<file path="src/shared/flrwl_cfg.svh">
// Constants for the flash row write latch block
// Assumes inclusion by the package and by the design modules
`ifndef FLRWL_CFG_SVH
`define FLRWL_CFG_SVH

// Latch array shape
`define FLRWL_LATCH_NUM 16
`define FLRWL_WORD_W 14
`define FLRWL_IDX_W 4

// Address split
`define FLRWL_ADDR_W 15
`define FLRWL_ROW_W 10
`define FLRWL_ROW_LSB 5

// Blank word value
`define FLRWL_BLANK 14'h3fff

// Unlock byte pattern
`define FLRWL_UNLOCK_A 8'h55
`define FLRWL_UNLOCK_B 8'haa

// Forced no-op count after the start bit
`define FLRWL_NOP_CYCLES 2

`endif

</file>
<file path="src/shared/flrwl_pkg.sv">
// Types of the flash row write latch block
// Assumes the constants header is on the include path
`default_nettype none
`include "flrwl_cfg.svh"

package flrwl_pkg;

    typedef enum logic [1:0] {
        FLRWL_UL_IDLE  = 2'b00,
        FLRWL_UL_GOT_A = 2'b01,
        FLRWL_UL_ARMED = 2'b10
    } flrwl_unlock_e;

    typedef enum logic [1:0] {
        FLRWL_SQ_IDLE = 2'b00,
        FLRWL_SQ_NOP1 = 2'b01,
        FLRWL_SQ_NOP2 = 2'b10,
        FLRWL_SQ_WAIT = 2'b11
    } flrwl_seq_e;

    typedef enum logic [1:0] {
        FLRWL_OP_NONE  = 2'b00,
        FLRWL_OP_PROG  = 2'b01,
        FLRWL_OP_ERASE = 2'b10
    } flrwl_op_e;

    typedef struct packed {
        logic [6:0] addr_high;
        logic [7:0] addr_low;
    } flrwl_addr_s;

    typedef struct packed {
        logic [7:0] data_high;
        logic [7:0] data_low;
    } flrwl_data_s;

    typedef struct packed {
        flrwl_op_e op;
        logic cfg;
        logic [`FLRWL_ROW_W-1:0] row;
    } flrwl_flash_req_s;

endpackage
`default_nettype wire

</file>
<file path="src/hdl/flrwl_top.sv">
// Flash row write latch sequencer: unlock, latch load, commit, erase
// Assumes one CPU instruction per clock and a flash macro that
// answers each request with a one-cycle done pulse
//
// Behaviour
// A program operation never erases first; it writes onto blank words
// Erase works on a whole row, never on one word
// Sixteen write latches; one to sixteen loads per commit
// Row from upper ten address bits; latch from low bits
// Latch index wraps inside the row, never into the next row
// All latches return to 3FFFh when any operation completes
// Latches left unloaded stay blank through a commit
// Latch-only mode: unlock loads one latch, no flash write
// Commit mode: unlock loads the word, then programs the row
// Nothing starts without a complete, uninterrupted unlock
// Software sets write enable and clears config select first
// Software loads address, data, unlock, increments, repeats
// Software keeps interrupts off across the sequences
// Unlock is 55h, 0AAh to unlock port, then start bit
// Two forced no-ops after start, then stall until done
// Latch word is low data byte plus six high bits
// Unlock ignored without write enable; start bit self-clears
`timescale 1ns/1ps
`default_nettype none
`include "flrwl_cfg.svh"

module flrwl_top #(
    parameter int LATCH_NUM = `FLRWL_LATCH_NUM,
    parameter int WORD_W = `FLRWL_WORD_W,
    parameter int IDX_W = `FLRWL_IDX_W
) (
    // Clock and reset
    input wire logic clk_i,
    input wire logic rstn_i,
    // Address and data register pairs
    input wire flrwl_pkg::flrwl_addr_s prog_addr_i,
    input wire flrwl_pkg::flrwl_data_s prog_data_i,
    // Control bits
    input wire logic write_enable_bit_i,
    input wire logic config_space_select_i,
    input wire logic latch_only_mode_i,
    input wire logic erase_select_i,
    // CPU strobes
    input wire logic unlock_wr_i,
    input wire logic [7:0] unlock_data_i,
    input wire logic other_wr_i,
    input wire logic write_start_set_i,
    // CPU status
    output logic write_start_o,
    output logic force_nop_o,
    output logic cpu_stall_o,
    // Flash macro
    output logic flash_req_o,
    output flrwl_pkg::flrwl_flash_req_s flash_cmd_o,
    output logic [LATCH_NUM-1:0][WORD_W-1:0] flash_words_o,
    input wire logic flash_done_i
);

    flrwl_pkg::flrwl_seq_e state_q, state_d;
    flrwl_pkg::flrwl_flash_req_s cmd_q, cmd_d;
    logic busy_q, busy_d;
    logic req_q, req_d;
    logic fire;
    logic load_now;
    logic blank_now;
    logic [IDX_W-1:0] latch_idx;
    logic [WORD_W-1:0] latch_word;
    logic [`FLRWL_ROW_W-1:0] row_sel;

    // Row part of the address pair
    function automatic logic [`FLRWL_ROW_W-1:0] row_of(
        input flrwl_pkg::flrwl_addr_s a
    );
        logic [`FLRWL_ADDR_W-1:0] flat;
        flat = {a.addr_high, a.addr_low};
        row_of = flat[`FLRWL_ADDR_W-1:`FLRWL_ROW_LSB];
    endfunction

    // Latch part of the address pair
    function automatic logic [IDX_W-1:0] idx_of(
        input flrwl_pkg::flrwl_addr_s a
    );
        idx_of = a.addr_low[IDX_W-1:0];
    endfunction

    // Latch word from the data pair
    function automatic logic [WORD_W-1:0] word_of(
        input flrwl_pkg::flrwl_data_s d
    );
        word_of = {d.data_high[WORD_W-9:0], d.data_low};
    endfunction

    // Sequence detector
    flrwl_unlock u_unlock (
        .clk_i(clk_i),
        .rstn_i(rstn_i),
        .unlock_wr_i(unlock_wr_i),
        .unlock_data_i(unlock_data_i),
        .other_wr_i(other_wr_i),
        .start_i(write_start_set_i && !busy_q),
        .write_enable_bit_i(write_enable_bit_i),
        .fire_o(fire)
    );

    // Address split
    // Index cannot leave the row
    assign row_sel = row_of(prog_addr_i);
    assign latch_idx = idx_of(prog_addr_i);
    // Word forming
    assign latch_word = word_of(prog_data_i);

    // Latch load on unlock
    // Commit also loads first
    assign load_now = fire && !erase_select_i;
    // Blank on completion
    assign blank_now = req_q && flash_done_i;

    // Sixteen latches
    flrwl_latches #(
        .LATCH_NUM(LATCH_NUM),
        .WORD_W(WORD_W),
        .IDX_W(IDX_W)
    ) u_latches (
        .clk_i(clk_i),
        .rstn_i(rstn_i),
        .load_i(load_now),
        .idx_i(latch_idx),
        .word_i(latch_word),
        .blank_i(blank_now),
        .words_o(flash_words_o)
    );

    always_comb begin
        state_d = state_q;
        cmd_d = cmd_q;
        busy_d = busy_q;
        req_d = req_q;
        case (state_q)
            flrwl_pkg::FLRWL_SQ_IDLE: begin
                // Only a full unlock starts
                if (fire) begin
                    busy_d = 1'b1;
                    state_d = flrwl_pkg::FLRWL_SQ_NOP1;
                    cmd_d.row = row_sel;
                    cmd_d.cfg = config_space_select_i;
                    // Program never erases
                    // Erase is row-wide
                    if (erase_select_i) begin
                        cmd_d.op = flrwl_pkg::FLRWL_OP_ERASE;
                    end else if (latch_only_mode_i) begin
                        cmd_d.op = flrwl_pkg::FLRWL_OP_NONE;
                    end else begin
                        cmd_d.op = flrwl_pkg::FLRWL_OP_PROG;
                    end
                end
            end
            flrwl_pkg::FLRWL_SQ_NOP1: begin
                state_d = flrwl_pkg::FLRWL_SQ_NOP2;
            end
            flrwl_pkg::FLRWL_SQ_NOP2: begin
                // Start bit clears after load
                if (cmd_q.op == flrwl_pkg::FLRWL_OP_NONE) begin
                    busy_d = 1'b0;
                    state_d = flrwl_pkg::FLRWL_SQ_IDLE;
                end else begin
                    req_d = 1'b1;
                    state_d = flrwl_pkg::FLRWL_SQ_WAIT;
                end
            end
            flrwl_pkg::FLRWL_SQ_WAIT: begin
                // Stall until done
                if (flash_done_i) begin
                    req_d = 1'b0;
                    busy_d = 1'b0;
                    state_d = flrwl_pkg::FLRWL_SQ_IDLE;
                end
            end
            default: begin
                state_d = flrwl_pkg::FLRWL_SQ_IDLE;
                busy_d = 1'b0;
                req_d = 1'b0;
            end
        endcase
    end

    always_ff @(posedge clk_i or negedge rstn_i) begin
        if (!rstn_i) begin
            state_q <= flrwl_pkg::FLRWL_SQ_IDLE;
            cmd_q <= '0;
            busy_q <= 1'b0;
            req_q <= 1'b0;
        end else begin
            state_q <= state_d;
            cmd_q <= cmd_d;
            busy_q <= busy_d;
            req_q <= req_d;
        end
    end

    // Forced no-ops, then stall
    assign force_nop_o = (state_q == flrwl_pkg::FLRWL_SQ_NOP1) ||
                         (state_q == flrwl_pkg::FLRWL_SQ_NOP2);
    assign cpu_stall_o = (state_q == flrwl_pkg::FLRWL_SQ_WAIT);
    assign write_start_o = busy_q;
    assign flash_req_o = req_q;
    assign flash_cmd_o = cmd_q;

    // Checks

    prog_no_erase_a: assert property (
        @(posedge clk_i) disable iff (!rstn_i)
        (fire && !erase_select_i && !latch_only_mode_i)
            |-> ##3 (flash_req_o &&
                     flash_cmd_o.op == flrwl_pkg::FLRWL_OP_PROG)
    ) else $error("Commit did not issue a plain program");

    erase_keeps_latches_a: assert property (
        @(posedge clk_i) disable iff (!rstn_i)
        (fire && erase_select_i) |=> $stable(flash_words_o)
    ) else $error("Erase start touched a latch");

    row_capture_a: assert property (
        @(posedge clk_i) disable iff (!rstn_i)
        fire |=> flash_cmd_o.row ==
            $past({prog_addr_i.addr_high, prog_addr_i.addr_low[7:5]})
    ) else $error("Row not taken from upper address bits");

    latch_wrap_a: assert property (
        @(posedge clk_i) disable iff (!rstn_i)
        (load_now && latch_idx == {IDX_W{1'b1}}) |=>
            flash_words_o[0] == $past(flash_words_o[0])
    ) else $error("Last latch load spilled into latch zero");

    blank_done_a: assert property (
        @(posedge clk_i) disable iff (!rstn_i)
        (flash_req_o && flash_done_i) |=>
            flash_words_o == {LATCH_NUM{WORD_W'(`FLRWL_BLANK)}}
    ) else $error("Latches not blank after operation");

    latch_load_a: assert property (
        @(posedge clk_i) disable iff (!rstn_i)
        (fire && latch_only_mode_i && !erase_select_i) |=>
            flash_words_o[$past(latch_idx)] == $past(latch_word)
            && !flash_req_o
    ) else $error("Latch-only unlock did not load one latch");

    commit_start_a: assert property (
        @(posedge clk_i) disable iff (!rstn_i)
        (fire && !latch_only_mode_i && !erase_select_i) |=>
            flash_words_o[$past(latch_idx)] == $past(latch_word)
            ##2 flash_req_o
    ) else $error("Commit did not load then program");

    idle_hold_a: assert property (
        @(posedge clk_i) disable iff (!rstn_i)
        (state_q == flrwl_pkg::FLRWL_SQ_IDLE && !fire) |=>
            state_q == flrwl_pkg::FLRWL_SQ_IDLE && $stable(flash_words_o)
    ) else $error("Activity started without unlock");

    nop_pair_a: assert property (
        @(posedge clk_i) disable iff (!rstn_i)
        fire |=> force_nop_o [*2] ##1 !force_nop_o
    ) else $error("Not exactly two forced no-ops");

    stall_hold_a: assert property (
        @(posedge clk_i) disable iff (!rstn_i)
        (cpu_stall_o && !flash_done_i) |=> cpu_stall_o
    ) else $error("Stall dropped before flash done");

    word_form_a: assert property (
        @(posedge clk_i) disable iff (!rstn_i)
        load_now |=> flash_words_o[$past(latch_idx)] ==
            $past({prog_data_i.data_high[5:0], prog_data_i.data_low})
    ) else $error("Latch word badly formed");

    start_clear_a: assert property (
        @(posedge clk_i) disable iff (!rstn_i)
        (fire && latch_only_mode_i && !erase_select_i)
            |=> write_start_o ##1 write_start_o ##1 !write_start_o
    ) else $error("Start bit not cleared after latch load");

    cmd_hold_a: assert property (
        @(posedge clk_i) disable iff (!rstn_i)
        (flash_req_o && !flash_done_i) |=> $stable(flash_cmd_o)
    ) else $error("Flash command changed while requested");

    done_ignore_a: assert property (
        @(posedge clk_i) disable iff (!rstn_i)
        (flash_done_i && !flash_req_o && !load_now) |=>
            $stable(flash_words_o)
    ) else $error("Stray done touched the latches");

    erase_cmd_a: assert property (
        @(posedge clk_i) disable iff (!rstn_i)
        (fire && erase_select_i) |=>
            flash_cmd_o.op == flrwl_pkg::FLRWL_OP_ERASE ##2 flash_req_o
    ) else $error("Erase start did not issue a row erase");

    latch_only_mode_no_req_a: assert property (
        @(posedge clk_i) disable iff (!rstn_i)
        (fire && latch_only_mode_i && !erase_select_i) |=>
            !flash_req_o [*4]
    ) else $error("Latch-only unlock requested a flash write");

    stall_after_nop_a: assert property (
        @(posedge clk_i) disable iff (!rstn_i)
        (fire && !latch_only_mode_i) |-> ##3 (cpu_stall_o && !force_nop_o)
    ) else $error("Stall did not follow the two no-ops");

endmodule
`default_nettype wire

</file>
<file path="src/hdl/flrwl_unlock.sv">
// Unlock sequence detector: 55h, 0AAh, then start bit
// Assumes one CPU access per clock, strobes one cycle wide
`timescale 1ns/1ps
`default_nettype none
`include "flrwl_cfg.svh"

module flrwl_unlock (
    // Clock and reset
    input wire logic clk_i,
    input wire logic rstn_i,
    // CPU accesses
    input wire logic unlock_wr_i,
    input wire logic [7:0] unlock_data_i,
    input wire logic other_wr_i,
    input wire logic start_i,
    input wire logic write_enable_bit_i,
    // Result
    output logic fire_o
);

    flrwl_pkg::flrwl_unlock_e state_q, state_d;
    logic fire_d;

    always_comb begin
        state_d = state_q;
        fire_d = 1'b0;
        // Exact byte order
        // Broken sequence aborts
        if (!write_enable_bit_i || other_wr_i) begin
            state_d = flrwl_pkg::FLRWL_UL_IDLE;
        end else if (unlock_wr_i) begin
            if (unlock_data_i == `FLRWL_UNLOCK_A) begin
                state_d = flrwl_pkg::FLRWL_UL_GOT_A;
            end else if (unlock_data_i == `FLRWL_UNLOCK_B &&
                         state_q == flrwl_pkg::FLRWL_UL_GOT_A) begin
                state_d = flrwl_pkg::FLRWL_UL_ARMED;
            end else begin
                state_d = flrwl_pkg::FLRWL_UL_IDLE;
            end
        end else if (start_i) begin
            // Ignored without write enable
            fire_d = (state_q == flrwl_pkg::FLRWL_UL_ARMED);
            state_d = flrwl_pkg::FLRWL_UL_IDLE;
        end
    end

    always_ff @(posedge clk_i or negedge rstn_i) begin
        if (!rstn_i) begin
            state_q <= flrwl_pkg::FLRWL_UL_IDLE;
        end else begin
            state_q <= state_d;
        end
    end

    assign fire_o = fire_d;

    unlock_order_a: assert property (
        @(posedge clk_i) disable iff (!rstn_i)
        fire_o |-> state_q == flrwl_pkg::FLRWL_UL_ARMED && start_i &&
            !unlock_wr_i && !other_wr_i
    ) else $error("Unlock fired without full byte order");

    unlock_write_enable_bit_a: assert property (
        @(posedge clk_i) disable iff (!rstn_i)
        !write_enable_bit_i |-> !fire_o
    ) else $error("Unlock fired with writes disabled");

endmodule
`default_nettype wire

</file>
<file path="src/hdl/flrwl_latches.sv">
// Row of program memory write latches held in flip-flops
// Assumes load and blank never coincide with a flash operation
`timescale 1ns/1ps
`default_nettype none
`include "flrwl_cfg.svh"

module flrwl_latches #(
    parameter int LATCH_NUM = `FLRWL_LATCH_NUM,
    parameter int WORD_W = `FLRWL_WORD_W,
    parameter int IDX_W = `FLRWL_IDX_W
) (
    // Clock and reset
    input wire logic clk_i,
    input wire logic rstn_i,
    // Load and blank
    input wire logic load_i,
    input wire logic [IDX_W-1:0] idx_i,
    input wire logic [WORD_W-1:0] word_i,
    input wire logic blank_i,
    // Contents
    output logic [LATCH_NUM-1:0][WORD_W-1:0] words_o
);

    localparam int LATCHES_HI = LATCH_NUM - 1;

    logic [LATCHES_HI:0][WORD_W-1:0] words_q, words_d;

    always_comb begin
        // Unloaded latches hold
        words_d = words_q;
        // Blank after every operation
        if (blank_i) begin
            for (int i = 0; i < LATCH_NUM; i++) begin
                words_d[i] = WORD_W'(`FLRWL_BLANK);
            end
        end else if (load_i) begin
            words_d[idx_i] = word_i;
        end
    end

    always_ff @(posedge clk_i or negedge rstn_i) begin
        if (!rstn_i) begin
            words_q <= {LATCH_NUM{WORD_W'(`FLRWL_BLANK)}};
        end else begin
            words_q <= words_d;
        end
    end

    assign words_o = words_q;

    latch_spare_a: assert property (
        @(posedge clk_i) disable iff (!rstn_i)
        (load_i && !blank_i && words_q[0] == WORD_W'(`FLRWL_BLANK)
            && idx_i != '0) |=> words_q[0] == WORD_W'(`FLRWL_BLANK)
    ) else $error("Unloaded latch lost its blank value");

endmodule
`default_nettype wire

</file>
<file path="config.mk">
export PLATFORM = sky130hd
export DESIGN_NAME = flrwl_top
export DESIGN_NICKNAME = d
export VERILOG_FILES = /design/src/shared/flrwl_pkg.sv /design/src/hdl/flrwl_top.sv /design/src/hdl/flrwl_unlock.sv /design/src/hdl/flrwl_latches.sv
export VERILOG_INCLUDE_DIRS = /design/src /design/src/shared
export SDC_FILE = /design/constraint.sdc
export NUM_CORES = 1
export LEC_CHECK = 0
export BUFFER_PORTS_ARGS = -buffer_cell sky130_fd_sc_hd__buf_4
export CORE_MARGIN = 2
export CORE_UTILIZATION = 47
export DETAILED_ROUTE_END_ITERATION = 10
export PLACE_DENSITY = 0.86
export SKIP_LAST_GASP = 1
export SYNTH_ARGS = -nofsm -noshare
export SYNTH_HDL_FRONTEND = slang
export SYNTH_SLANG_ARGS = --single-unit
</file>
<file path="constraint.sdc">
create_clock -name clk_i -period 1.69 [get_ports clk_i]
set_input_delay 0.0845 -clock clk_i [delete_from_list [all_inputs] [get_ports clk_i]]
set_output_delay 0.0845 -clock clk_i [all_outputs]
set_load 0.01 [all_outputs]
</file>
==> results of run 1 <==
through the flow:
stage,total power (W),hold WS (ns),util,instance area (um^2)
6_report,0.01209,-0.06598,0.6710,14110
5_1_grt,0.01250,0.04997,0.6710,14110
4_1_cts,0.01216,0.0008704,0.6648,13970
3_5_place_dp,0.006661,0.2854,0.6068,12760
3_3_place_gp,0.006642,0.2713,0.6068,12760
2_1_floorplan,0.006240,-0.2111,-,10060
synthesized netlist by cell type (3+ instances only):
cell        n  area share
nor4bb_1    3      0.0030
a21oi_1     3      0.0015
clkbuf_1   45       0.017
nand2b_1    3      0.0019
nand4_1    16       0.010
nor2_1      3      0.0011
nor2b_1     4      0.0025
dfrtp_1    19       0.047
buf_2      26       0.013
nand2_1   292        0.11
dfstp_2   224        0.59
o211ai_1  224        0.17
ha_1        5      0.0062
mux2_2     12       0.013
power by group:
group	internal [W]	switching [W]
Clock	0.00320	0.00220
Sequential	0.00587	0.0000188
Combinational	0.000311	0.000490
final timing paths:
| kind | slack (ns) | cells after the start | from | to |
|---|---|---|---|---|
| max | -0.006 | 6 | write_enable_bit_i | u_unlock.state_q[0] |
| min | -0.07 | 4 | write_start_set_i | u_unlock.state_q[1] |
| max reg2reg | 0.01 | 6 | write_start_o | u_latches.words_o[122] |
| min reg2reg | 0.50 | 2 | u_latches.words_o[35] | u_latches.words_o[35] |
| max in group asynchronous | 0.82 | 3 | rstn_i | u_latches.words_o[56] |
| min in group asynchronous | 0.47 | 2 | rstn_i | u_latches.words_o[204] |
flip-flops by register name, summed over array words and instances, names as in the netlist:
register / cells
write_start_o: 1
flash_cmd_o: 13
flash_req_o: 1
state_q: 2
u_unlock.state_q: 2
u_latches.words_o: 224
layout by cell type, fill, tap and decap left out, types with 5 or more instances in the layout:
cell,n
o211ai_1,224
buf_6,19
dlygate4sd3_1,40
clkinv_2,5
clkbuf_1,7
buf_12,11
clkbuf_16,25
nand4_1,16
dfrtp_1,19
mux2_2,12
nand2_1,287
buf_4,301
ha_1,5
dfstp_2,224
kinds of logic (layout without fill, tap and decap cells):
logic type	Yosys count	after routing	synth area share
AO/OA/AOI/OAI	235	235	0.1745
adder cells (fa/ha/maj)	5	5	0.006219
buffers and inverters	76	422	0.03234
flip-flops	243	243	0.6323
multiplexers	13	13	0.01443
AND/OR/NAND/NOR	336	336	0.1402
routing by layer:
layer	vias up	track usage
met3	95	0.06515
met2	466	0.4850
li1	3911	-
met1	4470	0.3698
met5	-	0
met4	0	0.1208
critical path: cells and delay by family:
kind	cells	cell delay, ns
buffers and inverters	4	1.86
AND/OR/NAND/NOR	1	0.08
AO/OA/AOI/OAI	1	0.05
final cells by class:
class / instances / area share
inverters: 2 / 0.0005322
clock inverters: 8 / 0.006652
well taps: 275 / 0.02439
repair buffers: 376 / 0.2241
clock buffers: 36 / 0.05012
flip-flops and latches: 243 / 0.4509
multi-input cells: 589 / 0.2432
repair_timing:
item / CTS / global route
hold buffers: 41 / 0
endpoints found under the setup margin: 217 / 201
endpoints found under the hold margin: 209 / 0
gates cloned: 0 / 2
setup buffers: 0 / 2
pin swaps: 1 / 10
gates resized for setup: 4 / 31
==> results.py, run 1 <==
metrics = {
    "placed_design": {
        "dp.cells": 1441,
        "dp_hpwl_um": 22360,
        "gp_congestion": 0.8499,
        "port_buffers": 286,
        "place_ws_ns": -0.09016,
    },
    "timing": {
        "tightestPinTransition_ns": 0.6026,
        "max_freq_mhz": 589.4,
        "finalMaxSlewViolations": 0,
        "finalSetupViolCount": 1,
        "tns_ns": -0.006499,
        "rsz0062_at_grt": "yes",
        "finalCritPeriodShare": 1.004,
        "period_minus_slack_ns": 1.696,
        "timing.hold.ws_ns": -0.06598,
        "finalHoldViolCount": 1,
        "relSlewSlack": 0.5983,
        "worst_slack_ns": -0.006499,
        "finalClockSkew_ns": 0.009748,
    },
    "detailed_routing": {
        "drc": 0,
        "first_pass_iters": 5,
        "top_layer": "met4",
        "dr_wl_met3_um": 2848,
        "viasPerCell": 5.848,
        "met1Wirelength_um": 12850,
        "routed_wl_um": 33680,
        "routedWlPerCell_um": 22.03,
        "drtIter0Drc": 754,
        "num_vias": 8942,
        "met2_wirelength_um": 16590,
        "ant_nets": 0,
    },
    "global_route": {
        "gr-total-overflow": 0,
        "grt_pass1_wl_um": 50850,
        "grt_pass1_vias": 8965,
        "grt_antenna_before_repair": 0,
        "grt_use_total": 0.2918,
        "grt_max_degree": 115,
    },
    "logic_synthesis": {
        "synth_ff_type": "dfstp_2",
        "synthCells": 908,
        "yosys_warnings": 0,
        "ys_types": 35,
        "postSynthAreaPerCell_um2": 11.08,
        "synth-seq-cells": 243,
        "syn-num-nets": 962,
        "seq_area_frac_synth": 0.6323,
        "synth_area_um2": 10060,
        "synth-edff-count": 0,
        "synth-async-reset-ratio": 1.000,
    },
    "floorplanning": {
        "die_area_um2": 22590,
        "die_width_um": 150.3,
        "ios": 290,
        "num_rows": 53,
        "fp.dieH_um": 150.3,
        "coreArea_um2": 21020,
        "start_util": 0.4785,
    },
    "finish": {
        "drive_gt1_frac": 0.4976,
        "seq_area_um2": 6361,
        "layout.cells.non_filler": 1529,
        "fillers": 1516,
        "antenna_cells": 0,
        "multi_input_area_um2": 3431,
        "nets": 1291,
        "area_delta_synth_final_pct": 40.22,
    },
    "critical_path": {
        "worstSetupPathType": "in2reg",
        "required_ns": 2.08,
        "slowest_stage": "dlygate4sd3_1",
        "path_cells": "dlygate4sd3_1 -> buf_4 -> nand2b_1 -> dlygate4sd3_1 -> a21oi_1 -> dlygate4sd3_1",
        "critPathLaunchType": "input pin",
        "crit_fanout": 2,
        "end_kind": "flop",
        "cpMostUsedCell": "dlygate4sd3_1",
        "slowest_delay_ns": 0.61,
        "crit_arrival_ns": 2.08,
    },
    "cts": {
        "numCtsBuffers": 25,
        "clock-sinks": 243,
        "htreeDepth": 1,
        "clockBufferDepth": 3,
        "clockRootBuffer": "clkbuf_16",
        "clk_latency_ns": 0.51,
        "cts.reportedPaths.clkPinSlew_ns": 0.06,
        "cts_tree": "yes",
    },
    "status": {
        "outcome": "finished, violations left",
        "violations": "hold timing, setup timing",
    },
    "power_and_ir_drop": {
        "leakagePower_nw": 6.838,
        "powerDensity_nw_per_um2": 857.0,
        "ir_worst_vdd_mv": 0.6290,
    },
    "worst_hold_path": {
        "hold_path_class": "in2reg",
    },
    "flow_run": {
        "cap_violations": 0,
    },
}
Power figures use the tool's default switching activity.
==> run 2: changes to the inputs <==
--- a/config.mk
+++ b/config.mk
@@ -7,6 +7,7 @@
 export NUM_CORES = 1
 export LEC_CHECK = 0
 export BUFFER_PORTS_ARGS = -buffer_cell sky130_fd_sc_hd__buf_4
+export CORE_ASPECT_RATIO = 2
 export CORE_MARGIN = 2
 export CORE_UTILIZATION = 47
 export DETAILED_ROUTE_END_ITERATION = 10
==> results.py, run 2 (same netlist as run 1, synthesis figures left out) <==
metrics = {
    "finish": {
        "multi_input_area_um2": 3460,
        "largest_reg_flops": 224,
        "nets": 1292,
        "design_area_um2": 14160,
        "area_delta_synth_final_pct": 40.75,
        "final_common_cell": "buf_4",
        "fillers": 1538,
        "mostFrequentLayoutCells": "buf_4, nand2_1, o211ai_1, dfstp_2, dlygate4sd3_1",
        "drive_gt1_frac": 0.5032,
        "seq_area_um2": 6361,
        "antenna_cells": 0,
    },
    "floorplanning": {
        "start_util": 0.4786,
        "num_rows": 75,
        "coreArea_um2": 21020,
        "die_area_um2": 22660,
        "die_width_um": 107.5,
        "ios": 290,
        "fp.dieH_um": 210.9,
    },
    "detailed_routing": {
        "drtIter0Drc": 736,
        "drc": 0,
        "routedWlPerCell_um": 23.30,
        "first_pass_iters": 5,
        "ant_nets": 0,
        "routed_wl_um": 35490,
        "viasPerCell": 5.968,
        "num_vias": 9090,
    },
    "worst_hold_path": {
        "min_to": "u_unlock.state_q[1]",
        "hold_depth": 5,
        "hold_path_class": "in2reg",
        "worstHoldStart": "unlock_data_i[2]",
    },
    "critical_path": {
        "path_cells": "nor4bb_4 -> buf_4 -> and2_4 -> nand2_2 -> clkbuf_16 -> o211ai_1",
        "r2r_end": "u_latches.words_o[119]",
        "crit_fanout": 23,
        "crit_start": "write_start_o",
        "required_ns": 2.13,
        "crit_arrival_ns": 2.15,
        "slowest_stage": "dfrtp_1",
        "slowest_delay_ns": 0.41,
        "critPathLaunchType": "flop",
        "end_kind": "flop",
        "rr_worst_depth": 6,
        "reg2reg_slack_ns": -0.02,
        "reg2reg_from": "write_start_o",
        "worstSetupPathType": "reg2reg",
    },
    "timing": {
        "finalHoldViolCount": 0,
        "rsz0062_at_grt": "yes",
        "finalCritPeriodShare": 1.014,
        "finalSetupViolCount": 23,
        "finalClockSkew_ns": 0.01557,
        "worst_slack_ns": -0.02295,
        "relSlewSlack": 0.6605,
        "finalMaxSlewViolations": 0,
        "max_freq_mhz": 583.8,
        "period_minus_slack_ns": 1.713,
        "tightestPinTransition_ns": 0.5082,
    },
    "power_and_ir_drop": {
        "powerDensity_nw_per_um2": 844.9,
        "leakagePower_nw": 6.863,
        "ir_worst_vdd_mv": 0.7152,
        "p_total_w": 0.01196,
    },
    "global_route": {
        "grt_antenna_before_repair": 0,
        "grt_use_total": 0.3033,
        "grt_pass1_wl_um": 52650,
        "gr-total-overflow": 0,
        "grt_pass1_vias": 9349,
        "grt_max_degree": 61,
    },
    "flow_run": {
        "cap_violations": 0,
    },
    "cts": {
        "clk_latency_ns": 0.53,
        "clock-sinks": 243,
        "clockRootBuffer": "clkbuf_16",
        "clockBufferDepth": 3,
        "cts_tree": "yes",
        "cts.reportedPaths.clkPinSlew_ns": 0.07,
        "htreeDepth": 1,
        "numCtsBuffers": 22,
    },
    "placed_design": {
        "gp_congestion": 0.8785,
        "dp_hpwl_um": 23230,
        "port_buffers": 286,
        "dpl-instance-area_um2": 12800,
        "place_ws_ns": -0.1060,
    },
    "status": {
        "outcome": "finished, violations left",
        "violations": "setup timing",
    },
}
## run 2: cell count changes in the layout (fill, tap and decap cells not counted), moves of 2 or more
cell        before  now
clkbuf_1         7    2
buf_8            4    1
clkinvlp_4       0    2
clkbuf_8         4    1
buf_4          301  309
buf_12          11   15
buf_6           19   11
## run 2: report_power, final
group	internal [W]	switching, W
sequential	0.00586	0.0000206
combinational	0.000338	0.000533
clock	0.00289	0.00232
total	0.00909	0.00287
## run 2: per-layer routing
layer / vias up / global-route usage / part of all wire
met1: 4511 / 0.3472 / 0.34
li1: 3902 / - / -
met5: - / 0 / 0
met4: 0 / 0.2034 / 0.074
met2: 532 / 0.5137 / 0.52
met3: 145 / 0.05029 / 0.071
## run 2: stage by stage
stage,hold slack [ns],TNS (ns),std cells,utilization
3_5_place_dp,0.01637,-9.804,1435,0.6089
2_1_floorplan,-0.2111,0,908,-
5_1_grt,0.05899,-4.606,1523,0.6736
6_report,0.01283,-0.1661,1523,0.6736
3_3_place_gp,0.01361,-2.504,1435,0.6089
4_1_cts,0.004043,-0.01467,1516,0.6642
## run 2: layout make-up
type                       count  share of cell area
multi-input combinational    589              0.2443
clock inverter                14             0.01096
timing repair buffer         380              0.2290
clock buffer                  26             0.04215
inverter                       2           0.0005302
tap                          269             0.02377
sequential                   243              0.4493
## run 2: worst max-delay path by stage
| stage | end | slack (ns) | cells past startpoint |
|---|---|---|---|
| floorplan | u_latches.words_o[100] | 0.005 | 7 |
| global placement | u_latches.words_o[68] | -0.04 | 5 |
| detailed placement | u_latches.words_o[161] | -0.11 | 5 |
| CTS | u_latches.words_o[95] | -0.01 | 5 |
| global route | state_q[1] | -0.08 | 5 |
| finish | u_latches.words_o[119] | -0.02 | 6 |
## run 2: repair_timing
item / CTS / global route
setup endpoints to repair: 225 / 238
cloned: 0 / 4
pin swaps: 1 / 12
gates resized for setup: 2 / 22
hold buffers: 40 / 0
endpoints found under the hold margin: 200 / 0
buffers inserted: 1 / 3
## run 2: worst max-delay path, delay by kind of cell (launching register included)
| kind | cells | cell delay (ns) |
|---|---|---|
| AOI/OAI and AO/OA | 1 | 0.19 |
| and+or+nand+nor | 3 | 0.59 |
| buffers and inverters | 2 | 0.43 |
| DFF | 1 | 0.41 |
